--- src/hdl/flag_bank_pkg.sv ---
// Package of constants, types and helpers for interrupt request flag bank 0.
package flag_bank_pkg;

  // ----------------------------------------------------------------------
  // Bus geometry and register map
  // ----------------------------------------------------------------------
  localparam int              FLAG_W      = 32;
  localparam int              ADDR_W      = 5;
  localparam int              STRB_W      = 4;
  localparam int              NUM_EXTPIN  = 5;
  localparam logic [ADDR_W-1:0] OFF_FLAGS = 5'h00;
  localparam logic [ADDR_W-1:0] OFF_CLR   = 5'h04;
  localparam logic [ADDR_W-1:0] OFF_SET   = 5'h08;
  localparam logic [ADDR_W-1:0] OFF_INV   = 5'h0c;
  localparam logic [ADDR_W-1:0] OFF_POL   = 5'h10;
  localparam logic [FLAG_W-1:0] FLAG_RESET = 32'h00000000;
  localparam logic [NUM_EXTPIN-1:0] POL_RESET = 5'h00;
  localparam logic [1:0]      RESP_OKAY   = 2'h0;
  localparam logic [1:0]      RESP_DECERR = 2'h3;
  localparam logic [1:0]      SETTLE_CYCLES = 2'h3;

  // ----------------------------------------------------------------------
  // Flag positions
  // ----------------------------------------------------------------------
  localparam int BIT_TWI1_MASTER = 31;
  localparam int BIT_TWI1_SLAVE  = 30;
  localparam int BIT_TWI1_COLL   = 29;
  localparam int BIT_UART1_TX    = 28;
  localparam int BIT_UART1_RX    = 27;
  localparam int BIT_UART1_ERR   = 26;
  localparam int BIT_SYNC1_RX    = 25;
  localparam int BIT_SYNC1_TX    = 24;
  localparam int BIT_SYNC1_ERR   = 23;
  localparam int BIT_OUTCMP5     = 22;
  localparam int BIT_INCAP5      = 21;
  localparam int BIT_TIMER5      = 20;
  localparam int BIT_EXTPIN4     = 19;
  localparam int BIT_OUTCMP4     = 18;
  localparam int BIT_INCAP4      = 17;
  localparam int BIT_TIMER4      = 16;
  localparam int BIT_EXTPIN3     = 15;
  localparam int BIT_OUTCMP3     = 14;
  localparam int BIT_INCAP3      = 13;
  localparam int BIT_TIMER3      = 12;
  localparam int BIT_EXTPIN2     = 11;
  localparam int BIT_OUTCMP2     = 10;
  localparam int BIT_INCAP2      = 9;
  localparam int BIT_TIMER2      = 8;
  localparam int BIT_EXTPIN1     = 7;
  localparam int BIT_OUTCMP1     = 6;
  localparam int BIT_INCAP1      = 5;
  localparam int BIT_TIMER1      = 4;
  localparam int BIT_EXTPIN0     = 3;
  localparam int BIT_CORE_SOFT1  = 2;
  localparam int BIT_CORE_SOFT0  = 1;
  localparam int BIT_CORE_TICK   = 0;
  localparam int EXTPIN_BIT [NUM_EXTPIN] = '{BIT_EXTPIN0, BIT_EXTPIN1, BIT_EXTPIN2,
                                             BIT_EXTPIN3, BIT_EXTPIN4};

  // ----------------------------------------------------------------------
  // Types
  // ----------------------------------------------------------------------
  typedef enum logic [1:0] {
    OP_STORE = 2'b00,
    OP_CLR   = 2'b01,
    OP_SET   = 2'b10,
    OP_INV   = 2'b11
  } wr_op_e;

  // One-cycle request pulses from on-chip sources, grouped by unit kind.
  typedef struct packed {
    logic       twi1_master;
    logic       twi1_slave;
    logic       twi1_collision;
    logic       uart1_tx;
    logic       uart1_rx;
    logic       uart1_err;
    logic       sync1_rx;
    logic       sync1_tx;
    logic       sync1_err;
    logic [4:0] timer;
    logic [4:0] outcmp;
    logic [4:0] incap;
    logic       core_soft1;
    logic       core_soft0;
    logic       core_tick;
  } source_req_s;

  // ----------------------------------------------------------------------
  // Helpers
  // ----------------------------------------------------------------------
  function automatic logic [FLAG_W-1:0] strbMask(input logic [STRB_W-1:0] strb);
    logic [FLAG_W-1:0] m;
    m = '0;
    for (int i = 0; i < STRB_W; i++) begin
      m[i*8 +: 8] = {8{strb[i]}};
    end
    return m;
  endfunction

endpackage

--- src/hdl/flag_bank_cells.sv ---
// Storage cells of the 32 request flags with software update and hardware set.
`timescale 1ns/10ps
module flag_bank_cells
  import flag_bank_pkg::*;
(
  // Clock and reset
  input  wire logic              clk,
  input  wire logic              rst,
  // Software update
  input  wire logic              wrEn,
  input  wire wr_op_e            wrOp,
  input  wire logic [FLAG_W-1:0] wrData,
  input  wire logic [FLAG_W-1:0] wrMask,
  // Hardware requests
  input  wire logic [FLAG_W-1:0] setReq,
  // Flags
  output logic      [FLAG_W-1:0] flags
);

  logic [FLAG_W-1:0] next_flags;
  logic [FLAG_W-1:0] sel;

  always_comb begin
    sel        = wrData & wrMask;
    next_flags = flags;
    if (wrEn) begin
      unique case (wrOp)
        OP_STORE: next_flags = (flags & ~wrMask) | sel;
        OP_CLR:   next_flags = flags & ~sel;
        OP_SET:   next_flags = flags | sel;
        OP_INV:   next_flags = flags ^ sel;
      endcase
    end
    // A request in the same cycle as a clearing write must not be lost.
    next_flags = next_flags | setReq;
  end

  always_ff @(posedge clk) begin
    if (rst) begin
      flags <= FLAG_RESET;
    end else begin
      flags <= next_flags;
    end
  end

endmodule

--- src/hdl/irq_flag_bank0.sv ---
// AXI4-Lite slave holding interrupt request flag bank 0 and its set sources.
`timescale 1ns/10ps
module irq_flag_bank0
  import flag_bank_pkg::*;
(
  // Clock and reset
  input  wire logic                  clk,
  input  wire logic                  rst,
  // AXI4-Lite write address
  input  wire logic [ADDR_W-1:0]     s_axi_awaddr,
  input  wire logic                  s_axi_awvalid,
  output logic                       s_axi_awready,
  // AXI4-Lite write data
  input  wire logic [FLAG_W-1:0]     s_axi_wdata,
  input  wire logic [STRB_W-1:0]     s_axi_wstrb,
  input  wire logic                  s_axi_wvalid,
  output logic                       s_axi_wready,
  // AXI4-Lite write response
  output logic [1:0]                 s_axi_bresp,
  output logic                       s_axi_bvalid,
  input  wire logic                  s_axi_bready,
  // AXI4-Lite read address
  input  wire logic [ADDR_W-1:0]     s_axi_araddr,
  input  wire logic                  s_axi_arvalid,
  output logic                       s_axi_arready,
  // AXI4-Lite read data
  output logic [FLAG_W-1:0]          s_axi_rdata,
  output logic [1:0]                 s_axi_rresp,
  output logic                       s_axi_rvalid,
  input  wire logic                  s_axi_rready,
  // Request sources
  input  wire source_req_s           srcReq,
  input  wire logic [NUM_EXTPIN-1:0] extPin,
  // Flag state
  output logic [FLAG_W-1:0]          reqFlags
);

  // ----------------------------------------------------------------------
  // Address decode
  // ----------------------------------------------------------------------
  function automatic logic addrMapped(input logic [ADDR_W-1:0] a);
    return (a == OFF_FLAGS) || (a == OFF_CLR) || (a == OFF_SET) ||
           (a == OFF_INV) || (a == OFF_POL);
  endfunction

  // ----------------------------------------------------------------------
  // Write channel holding
  // ----------------------------------------------------------------------
  logic                  awHeld;
  logic [ADDR_W-1:0]     awAddr;
  logic                  wHeld;
  logic [FLAG_W-1:0]     wData;
  logic [STRB_W-1:0]     wStrb;
  logic                  doWrite;
  logic                  flagWrEn;
  wr_op_e                flagOp;
  logic [NUM_EXTPIN-1:0] edgePol;
  logic [FLAG_W-1:0]     wrMask;

  // Address and data are taken in either order; the write fires when both are held and no write response is pending.
  assign doWrite = awHeld && wHeld && !s_axi_bvalid;

  // The byte mask is a named signal because a bit range cannot be taken of a call.
  assign wrMask = strbMask(wStrb);

  always_ff @(posedge clk) begin
    if (rst) begin
      awHeld        <= 1'b0;
      awAddr        <= '0;
      s_axi_awready <= 1'b0;
    end else if (s_axi_awvalid && s_axi_awready) begin
      awHeld        <= 1'b1;
      awAddr        <= s_axi_awaddr;
      s_axi_awready <= 1'b0;
    end else if (doWrite || !awHeld) begin
      awHeld        <= 1'b0;
      s_axi_awready <= 1'b1;
    end
  end

  always_ff @(posedge clk) begin
    if (rst) begin
      wHeld        <= 1'b0;
      wData        <= '0;
      wStrb        <= '0;
      s_axi_wready <= 1'b0;
    end else if (s_axi_wvalid && s_axi_wready) begin
      wHeld        <= 1'b1;
      wData        <= s_axi_wdata;
      wStrb        <= s_axi_wstrb;
      s_axi_wready <= 1'b0;
    end else if (doWrite || !wHeld) begin
      wHeld        <= 1'b0;
      s_axi_wready <= 1'b1;
    end
  end

  always_ff @(posedge clk) begin
    if (rst) begin
      s_axi_bvalid <= 1'b0;
      s_axi_bresp  <= RESP_OKAY;
    end else if (doWrite) begin
      s_axi_bvalid <= 1'b1;
      s_axi_bresp  <= addrMapped(awAddr) ? RESP_OKAY : RESP_DECERR;
    end else if (s_axi_bready) begin
      s_axi_bvalid <= 1'b0;
    end
  end

  // ----------------------------------------------------------------------
  // Register effects
  // ----------------------------------------------------------------------
  always_comb begin
    flagWrEn = doWrite;
    flagOp   = OP_STORE;
    if (awAddr == OFF_FLAGS) begin
      flagOp = OP_STORE;
    end else if (awAddr == OFF_CLR) begin
      flagOp = OP_CLR;
    end else if (awAddr == OFF_SET) begin
      flagOp = OP_SET;
    end else if (awAddr == OFF_INV) begin
      flagOp = OP_INV;
    end else begin
      flagWrEn = 1'b0;
    end
  end

  always_ff @(posedge clk) begin
    if (rst) begin
      edgePol <= POL_RESET;
    end else if (doWrite && awAddr == OFF_POL) begin
      edgePol <= (edgePol & ~wrMask[NUM_EXTPIN-1:0]) |
                 (wData[NUM_EXTPIN-1:0] & wrMask[NUM_EXTPIN-1:0]);
    end
  end

  // ----------------------------------------------------------------------
  // External pin edges
  // ----------------------------------------------------------------------
  logic [NUM_EXTPIN-1:0] pinMeta;
  logic [NUM_EXTPIN-1:0] pinSync;
  logic [NUM_EXTPIN-1:0] pinLast;
  logic [1:0]            settle;
  logic [NUM_EXTPIN-1:0] pinEdge;

  always_ff @(posedge clk) begin
    if (rst) begin
      pinMeta <= '0;
      pinSync <= '0;
      pinLast <= '0;
    end else begin
      pinMeta <= extPin;
      pinSync <= pinMeta;
      pinLast <= pinSync;
    end
  end

  // Edges are ignored until the synchroniser has filled, so a pin that is
  // already high at reset release does not look like a fresh request.
  always_ff @(posedge clk) begin
    if (rst) begin
      settle <= '0;
    end else if (settle != SETTLE_CYCLES) begin
      settle <= settle + 2'h1;
    end
  end

  always_comb begin
    for (int i = 0; i < NUM_EXTPIN; i++) begin
      pinEdge[i] = (settle == SETTLE_CYCLES) &&
                   (edgePol[i] ? (pinSync[i] && !pinLast[i]) : (!pinSync[i] && pinLast[i]));
    end
  end

  // ----------------------------------------------------------------------
  // Request placement
  // ----------------------------------------------------------------------
  logic [FLAG_W-1:0] setReq;

  always_comb begin
    setReq                  = '0;
    setReq[BIT_TWI1_MASTER] = srcReq.twi1_master;
    setReq[BIT_TWI1_SLAVE]  = srcReq.twi1_slave;
    setReq[BIT_TWI1_COLL]   = srcReq.twi1_collision;
    setReq[BIT_UART1_TX]    = srcReq.uart1_tx;
    setReq[BIT_UART1_RX]    = srcReq.uart1_rx;
    setReq[BIT_UART1_ERR]   = srcReq.uart1_err;
    setReq[BIT_SYNC1_RX]    = srcReq.sync1_rx;
    setReq[BIT_SYNC1_TX]    = srcReq.sync1_tx;
    setReq[BIT_SYNC1_ERR]   = srcReq.sync1_err;
    setReq[BIT_OUTCMP5]     = srcReq.outcmp[4];
    setReq[BIT_INCAP5]      = srcReq.incap[4];
    setReq[BIT_TIMER5]      = srcReq.timer[4];
    setReq[BIT_OUTCMP4]     = srcReq.outcmp[3];
    setReq[BIT_INCAP4]      = srcReq.incap[3];
    setReq[BIT_TIMER4]      = srcReq.timer[3];
    setReq[BIT_OUTCMP3]     = srcReq.outcmp[2];
    setReq[BIT_INCAP3]      = srcReq.incap[2];
    setReq[BIT_TIMER3]      = srcReq.timer[2];
    setReq[BIT_OUTCMP2]     = srcReq.outcmp[1];
    setReq[BIT_INCAP2]      = srcReq.incap[1];
    setReq[BIT_TIMER2]      = srcReq.timer[1];
    setReq[BIT_OUTCMP1]     = srcReq.outcmp[0];
    setReq[BIT_INCAP1]      = srcReq.incap[0];
    setReq[BIT_TIMER1]      = srcReq.timer[0];
    setReq[BIT_CORE_SOFT1]  = srcReq.core_soft1;
    setReq[BIT_CORE_SOFT0]  = srcReq.core_soft0;
    setReq[BIT_CORE_TICK]   = srcReq.core_tick;
    // Pins 0, then 1, 2 and 3, then 4 land in their own slots.
    for (int i = 0; i < NUM_EXTPIN; i++) begin
      setReq[EXTPIN_BIT[i]] = pinEdge[i];
    end
  end

  flag_bank_cells cells (
    .clk    (clk),
    .rst    (rst),
    .wrEn   (flagWrEn),
    .wrOp   (flagOp),
    .wrData (wData),
    .wrMask (wrMask),
    .setReq (setReq),
    .flags  (reqFlags)
  );

  // ----------------------------------------------------------------------
  // Read channel
  // ----------------------------------------------------------------------
  logic [FLAG_W-1:0] readValue;

  // Alias registers are write-only strobes and read back as zero.
  always_comb begin
    readValue = '0;
    if (s_axi_araddr == OFF_FLAGS) begin
      readValue = reqFlags;
    end else if (s_axi_araddr == OFF_POL) begin
      readValue[NUM_EXTPIN-1:0] = edgePol;
    end
  end

  always_ff @(posedge clk) begin
    if (rst) begin
      s_axi_arready <= 1'b0;
      s_axi_rvalid  <= 1'b0;
      s_axi_rdata   <= '0;
      s_axi_rresp   <= RESP_OKAY;
    end else if (s_axi_arvalid && s_axi_arready) begin
      s_axi_arready <= 1'b0;
      s_axi_rvalid  <= 1'b1;
      s_axi_rdata   <= readValue;
      s_axi_rresp   <= addrMapped(s_axi_araddr) ? RESP_OKAY : RESP_DECERR;
    end else if (s_axi_rvalid && s_axi_rready) begin
      s_axi_rvalid  <= 1'b0;
      s_axi_arready <= 1'b1;
    end else if (!s_axi_rvalid) begin
      s_axi_arready <= 1'b1;
    end
  end

endmodule

--- config.mk ---
export PLATFORM = sky130hd
export DESIGN_NAME = irq_flag_bank0
export DESIGN_NICKNAME = d
export VERILOG_FILES = /design/src/hdl/flag_bank_pkg.sv /design/src/hdl/flag_bank_cells.sv /design/src/hdl/irq_flag_bank0.sv
export SDC_FILE = /design/constraint.sdc
export NUM_CORES = 1
export LEC_CHECK = 0
export BUFFER_PORTS_ARGS = -buffer_cell sky130_fd_sc_hd__buf_2
export CORE_MARGIN = 2
export CORE_UTILIZATION = 35
export CTS_BUF_LIST = sky130_fd_sc_hd__clkbuf_4 sky130_fd_sc_hd__clkbuf_8
export DETAILED_ROUTE_END_ITERATION = 10
export SLEW_MARGIN = 20
export SYNTH_ARGS = -nofsm -noshare
export SYNTH_HDL_FRONTEND = slang
export SYNTH_SLANG_ARGS = --single-unit
--- constraint.sdc ---
create_clock -name clk -period 2.5 [get_ports clk]
set_clock_uncertainty 0.15 [all_clocks]
set_input_delay 0.5 -clock clk [delete_from_list [all_inputs] [get_ports clk]]
set_output_delay 0.5 -clock clk [all_outputs]
set_load 0.005 [all_outputs]
==> qor.txt, run 1 <==
status -> finished clean
setup repair bufs after CTS -> 0
Yosys Warn Count -> 0
DRT Wirelength -> 17600 um
placed cell area -> 0.00715 mm2
Max stage delay cell, worst path -> or4b_2
worst min path class -> input port to flip-flop
Fin Hold WS -> 0.106 ns
Synth area leader -> dfxtp_1
CP Buf/Inv Count -> 1
most frequent cells in the layout -> nand2_1, buf_2, dfxtp_1
chip width -> 137 um
fin. max-slew vios -> 0
GRT Overall Usage -> 0.191
synthesized area per cell -> 8.27 um2
Static Leak -> 3.11 nW
first-pass GRT wire length -> 27500 um
cts bufs inserted -> 17
most common cell after layout, fill and taps aside -> nand2_1
crit start category -> flip-flop
Total Nets Final -> 1004
CP required -> 2.69 ns
CP max FO -> 40
starting density of the core -> 0.357
Final Setup Violations -> 0
placed cells -> 1092
vias per inst -> 5.08
GPL Wtd Cong -> 0.772
CTS tree -> done
clk sink count -> 136
# IOs -> 158
Worst path top cell family by delay -> simple AND/OR/NAND/NOR gates
drt pass-1 iters -> 4
combinational share of power -> 0.120
Site Rows -> 48
Seq pwr share -> 0.508
fin cells -> 1121
Clock Pin Slew Worst Setup and Hold Paths -> 0.07 ns
Max-slew headroom -> 0.583
arrival time worst endpoint -> 2.24 ns
Port Buf Inserts -> 157
die height -> 137 um
post-synthesis cell type count -> 45
Setup TNS -> 0 ns
CP Cell Sequence -> or4b_2 -> buf_4 -> nand3_1 -> o21ai_0 -> a21oi_1 -> a21oi_1
Max Root-Sink Buffers -> 2
Int Pwr -> 3.46 mW
Routed WL per cell -> 15.7 um
Net Sw Frac -> 0.262
most used cell, CP -> a21oi_1
Yosys top cell area share -> 0.442
fmax -> 486 MHz
Switch Pwr -> 1.23 mW
DR vias -> 5694
grt total ovfl -> 0
Critical Path Sink Type -> flip-flop
clock share of power -> 0.372
H-tree depth -> 4
slowest cell delay on critical path -> 0.69 ns
mapped cell area -> 0.00615 mm2
RSZ-0062 raised after global routing -> no
Area Overhead vs Synth -> 22.2%
antenna violations before repair -> 0
Seq cells post-synth -> 136
Tightest Pin Transition -> 0.625 ns
synth top area cells -> dfxtp_1, nand2_1, a21oi_1, ha_1, a22o_1
fin area -> 0.00752 mm2
period utilization -> 0.822
DRT antenna net count -> 0
sequential area share after synthesis -> 0.442
number of global-route vias before repair -> 5249
antenna cells -> 0
Mapped Cells -> 744
PD cells -> 624 mW/mm2
Die ar. -> 0.0187 mm2
hold-fix buffers at CTS -> 0
Post-DP HPWL -> 12200 um
drt drc -> 0
Final Hold Fails -> 0
Clk Latency, worst-skew pair -> 0.45 ns
largest net degree at the start of global routing -> 60
post-layout min period -> 2.06 ns
core box area -> 0.0172 mm2
crit path kind -> flip-flop to flip-flop
Tot Pwr -> 4.69 mW
synthesized net count -> 862
Peak supply drop -> 0.312 mV
layout cells sized above 1 -> 0.251
drt initial violations -> 263
Max Cap Violations -> 0
Root Buffer -> clkbuf_8
post-cts gate resize count -> 0
[through the flow]
step / utilization / setup slack, ns
after floorplan: - / 0.557
after global placement: 0.415 / 0.446
after detailed placement: 0.415 / 0.407
after CTS: 0.436 / 0.446
after global routing: 0.436 / 0.279
final: 0.436 / 0.444
[worst paths after layout]
path / depth (start not counted) / endpoint / from / slack, ns
min reg2reg: 1 / pinSync[1] / pinMeta[1] / 0.29
max: 6 / cells.flags[30] / awAddr[0] / 0.44
max reg2reg: 6 / cells.flags[30] / awAddr[0] / 0.44
min: 2 / pinMeta[4] / extPin[4] / 0.11
[Yosys cell counts]
| master | n |
|---|---|
| o22ai_1 | 15 |
| o211ai_1 | 18 |
| nor3_1 | 11 |
| a22oi_1 | 5 |
| a22o_1 | 28 |
| or4b_1 | 1 |
| nand3b_1 | 1 |
| and2_1 | 4 |
| buf_6 | 5 |
| nor3_2 | 1 |
| nor3_4 | 1 |
| a31o_1 | 6 |
| buf_2 | 8 |
| ha_1 | 33 |
| nor2b_1 | 16 |
| o21a_1 | 1 |
| a31oi_1 | 15 |
| nor2_2 | 1 |
| a31o_2 | 6 |
| nor4_1 | 1 |
| clkbuf_1 | 33 |
| a211oi_2 | 1 |
| xor2_1 | 1 |
| or2_0 | 1 |
| a221oi_1 | 5 |
| o21ai_0 | 42 |
| or3_4 | 2 |
| a21oi_1 | 89 |
| nor3b_1 | 1 |
| dfxtp_1 | 136 |
| nand2_1 | 165 |
| buf_1 | 6 |
| o21bai_4 | 1 |
| nor3b_4 | 1 |
| mux2i_1 | 6 |
| a2111oi_2 | 1 |
| a211oi_1 | 1 |
| nand3_1 | 9 |
| nand2b_1 | 4 |
| inv_1 | 18 |
| nor2_1 | 39 |
| buf_4 | 2 |
| nor3b_2 | 1 |
| o21ai_1 | 1 |
| nor4b_1 | 1 |
[logic make-up after synthesis]
kind of cell	share of synthesized area
AND/OR/NAND/NOR	0.187
AO/OA/AOI/OAI	0.240
flip-flops	0.442
buffers and inverters	0.0529
adder cells (fa/ha/maj)	0.0671
multiplexers	0.00976
XOR/XNOR	0.00142
[layout make-up]
class | count | area, um2
clock buffer | 26 | 333
clock inverter | 3 | 40.0
fill | 1769 | 9720
inverter | 18 | 67.6
multi-input combinational | 536 | 3110
sequential | 136 | 2720
tap | 225 | 282
timing repair buffer | 177 | 963
[layer usage]
| metal | GRT usage | part of all wire | routed length, um |
|---|---|---|---|
| met2 | 0.308 | 0.46 | 8080 |
| met5 | 0 | 0 | 0 |
| met3 | 0.0515 | 0.051 | 904 |
| met1 | 0.252 | 0.48 | 8390 |
| met4 | 0.0544 | 0.012 | 206 |
[power groups by stage]
stage	sequential (mW)	clock, mW	combinational (mW)
2_1_floorplan	2.39	0	0.355
6_report	2.38	1.75	0.563
4_1_cts	2.38	1.79	0.568
3_5_place_dp	2.43	0	0.565
5_1_grt	2.40	1.87	0.648
3_3_place_gp	2.43	0	0.556
[registers in the layout, summed over array words and instances (netlist names), named ones only]
register,cells
cells.flags,32
s_axi_rdata,32
wData,32
awAddr,5
pinLast,5
pinMeta,5
pinSync,5
wStrb,4
settle,2
awHeld,1
s_axi_arready,1
s_axi_awready,1
s_axi_bresp,1
s_axi_bvalid,1
s_axi_rresp,1
s_axi_rvalid,1
s_axi_wready,1
wHeld,1
Note: power is estimated with default switching activity, not from simulation.
==> run 2, diff against run 1 <==
==> constraint.sdc (replaced) <==
create_clock -name clk -period 1.8 [get_ports clk]
set_clock_uncertainty 0.15 [all_clocks]
set_input_delay 0.36 -clock clk [delete_from_list [all_inputs] [get_ports clk]]
set_output_delay 0.36 -clock clk [all_outputs]
set_load 0.005 [all_outputs]
==> qor.txt, run 2 (same netlist as run 1, synthesis figures left out) <==
status -> finished, violations left
failing checks -> negative setup slack
worst min path class -> input port to flip-flop
largest net degree at the start of global routing -> 38
Final Hold Fails -> 0
DRT antenna net count -> 0
Setup TNS -> -0.00756 ns
Fin Hold WS -> 0.0283 ns
fillers -> 1668
Routed WL per cell -> 15.3 um
drt drc -> 0
period utilization -> 1.00
layout cells sized above 1 -> 0.272
Clock Pin Slew Worst Setup and Hold Paths -> 0.08 ns
Clk Latency, worst-skew pair -> 0.46 ns
setup ws final -> -0.00381 ns
chip width -> 137 um
Max Cap Violations -> 0
post-layout min period -> 1.80 ns
die height -> 137 um
CP required -> 2.04 ns
Area Overhead vs Synth -> 38.6%
CTS tree -> done
Site Rows -> 48
Port Buf Inserts -> 157
FF-to-FF setup slack -> -0.004 ns
Int Pwr -> 4.83 mW
drt initial violations -> 324
first-pass GRT wire length -> 28600 um
most frequent cells in the layout -> nand2_1, buf_2, dfxtp_1
Max Root-Sink Buffers -> 2
crit path kind -> flip-flop to flip-flop
H-tree depth -> 4
drt pass-1 iters -> 4
Root Buffer -> clkbuf_8
cts bufs inserted -> 17
grt total ovfl -> 0
Switch Pwr -> 1.92 mW
WL met1 -> 8660 um
Static Leak -> 3.54 nW
antenna violations before repair -> 0
number of global-route vias before repair -> 5615
Total Nets Final -> 1089
Seq pwr share -> 0.488
biggest regs -> cells.flags x32, s_axi_rdata x32, wData x32
CP max FO -> 7
GPL Wtd Cong -> 0.793
starting density of the core -> 0.357
# IOs -> 158
Tot Pwr -> 6.74 mW
Max-slew headroom -> 0.764
pre-CTS setup slack -> -0.157 ns
core box area -> 0.0172 mm2
Tightest Pin Transition -> 0.353 ns
clk sink count -> 136
Final Setup Violations -> 2
GRT Overall Usage -> 0.198
arrival time worst endpoint -> 2.05 ns
combinational share of power -> 0.149
top sig layer -> met4
routed wl met2 -> 8390 um
Peak supply drop -> 0.456 mV
met3 routed WL -> 970 um
Post-DP HPWL -> 12800 um
most common cell after layout, fill and taps aside -> nand2_1
fmax -> 554 MHz
crit start category -> flip-flop
antenna cells -> 0
vias per inst -> 5.00
Die ar. -> 0.0187 mm2
RSZ-0062 raised after global routing -> yes
Net Sw Frac -> 0.284
Critical Path Sink Type -> flip-flop
DRT Wirelength -> 18500 um
fin. max-slew vios -> 0
DR vias -> 6045
final core occ -> 0.495
clock share of power -> 0.363
PD cells -> 791 mW/mm2
run 2: cell types whose count changed in the layout (fill, tap and decap cells not counted), sizes merged:
cell / delta
dlygate4sd3: +58
buf: +27
clkbuf: -7
clkinvlp: +5
inv: +3
clkinv: +2
run 2: worst max-delay path, stage by stage (launching register included):
cell,delay [ns]
dfxtp_2,0.33
or3_4,0.39
buf_6,0.15
nor2_4,0.16
buf_6,0.16
o21ai_0,0.08
a31o_2,0.21
a21oi_1,0.11
run 2: area by class of cell:
class / instances / area [um2] / share of cell area
clock inverter: 13 / 121 / 0.0142
tap: 225 / 282 / 0.0330
inverter: 18 / 67.6 / 0.00792
timing repair buffer: 262 / 1890 / 0.222
clock buffer: 19 / 262 / 0.0307
multi-input combinational: 536 / 3180 / 0.372
sequential: 136 / 2730 / 0.320
run 2: path summary, 6_finish.rpt:
check | start | to | depth (start not counted)
hold / removal | srcReq[17] | cells.flags[20] | 3
setup reg to reg | awAddr[0] | cells.flags[10] | 7
hold reg to reg | pinMeta[2] | pinSync[2] | 1
setup / recovery | awAddr[0] | cells.flags[10] | 7
run 2: per-stage QoR:
step	area, um2	std cells
2_1_floorplan	6160	744
3_3_place_gp	7420	1117
3_5_place_dp	7420	1117
4_1_cts	8430	1207
5_1_grt	8530	1209
6_report	8530	1209
run 2: power groups by stage:
stage | Combinational (mW) | Sequential, mW | Clock (mW)
after floorplan | 0.494 | 3.32 | 0
after global placement | 0.852 | 3.36 | 0
after detailed placement | 0.869 | 3.36 | 0
after CTS | 0.982 | 3.29 | 2.52
after global routing | 1.14 | 3.31 | 2.64
final | 1.01 | 3.29 | 2.45
run 2: repair_timing:
| action | 4_1_cts | 5_1_grt |
|---|---|---|
| setup endpoints to repair | 25 | 35 |
| cloned | 0 | 1 |
| hold buffers | 58 | 0 |
| setup buffers | 0 | 2 |
| pin swaps | 0 | 9 |
| endpoints found under the hold margin | 58 | 0 |
| gates resized for setup | 17 | 21 |
run 2: layer usage:
metal / global-route usage / vias up
li1: - / 3072
met1: 0.259 / 2784
met2: 0.314 / 159
met3: 0.0456 / 30
met4: 0.0833 / 0
met5: 0 / -
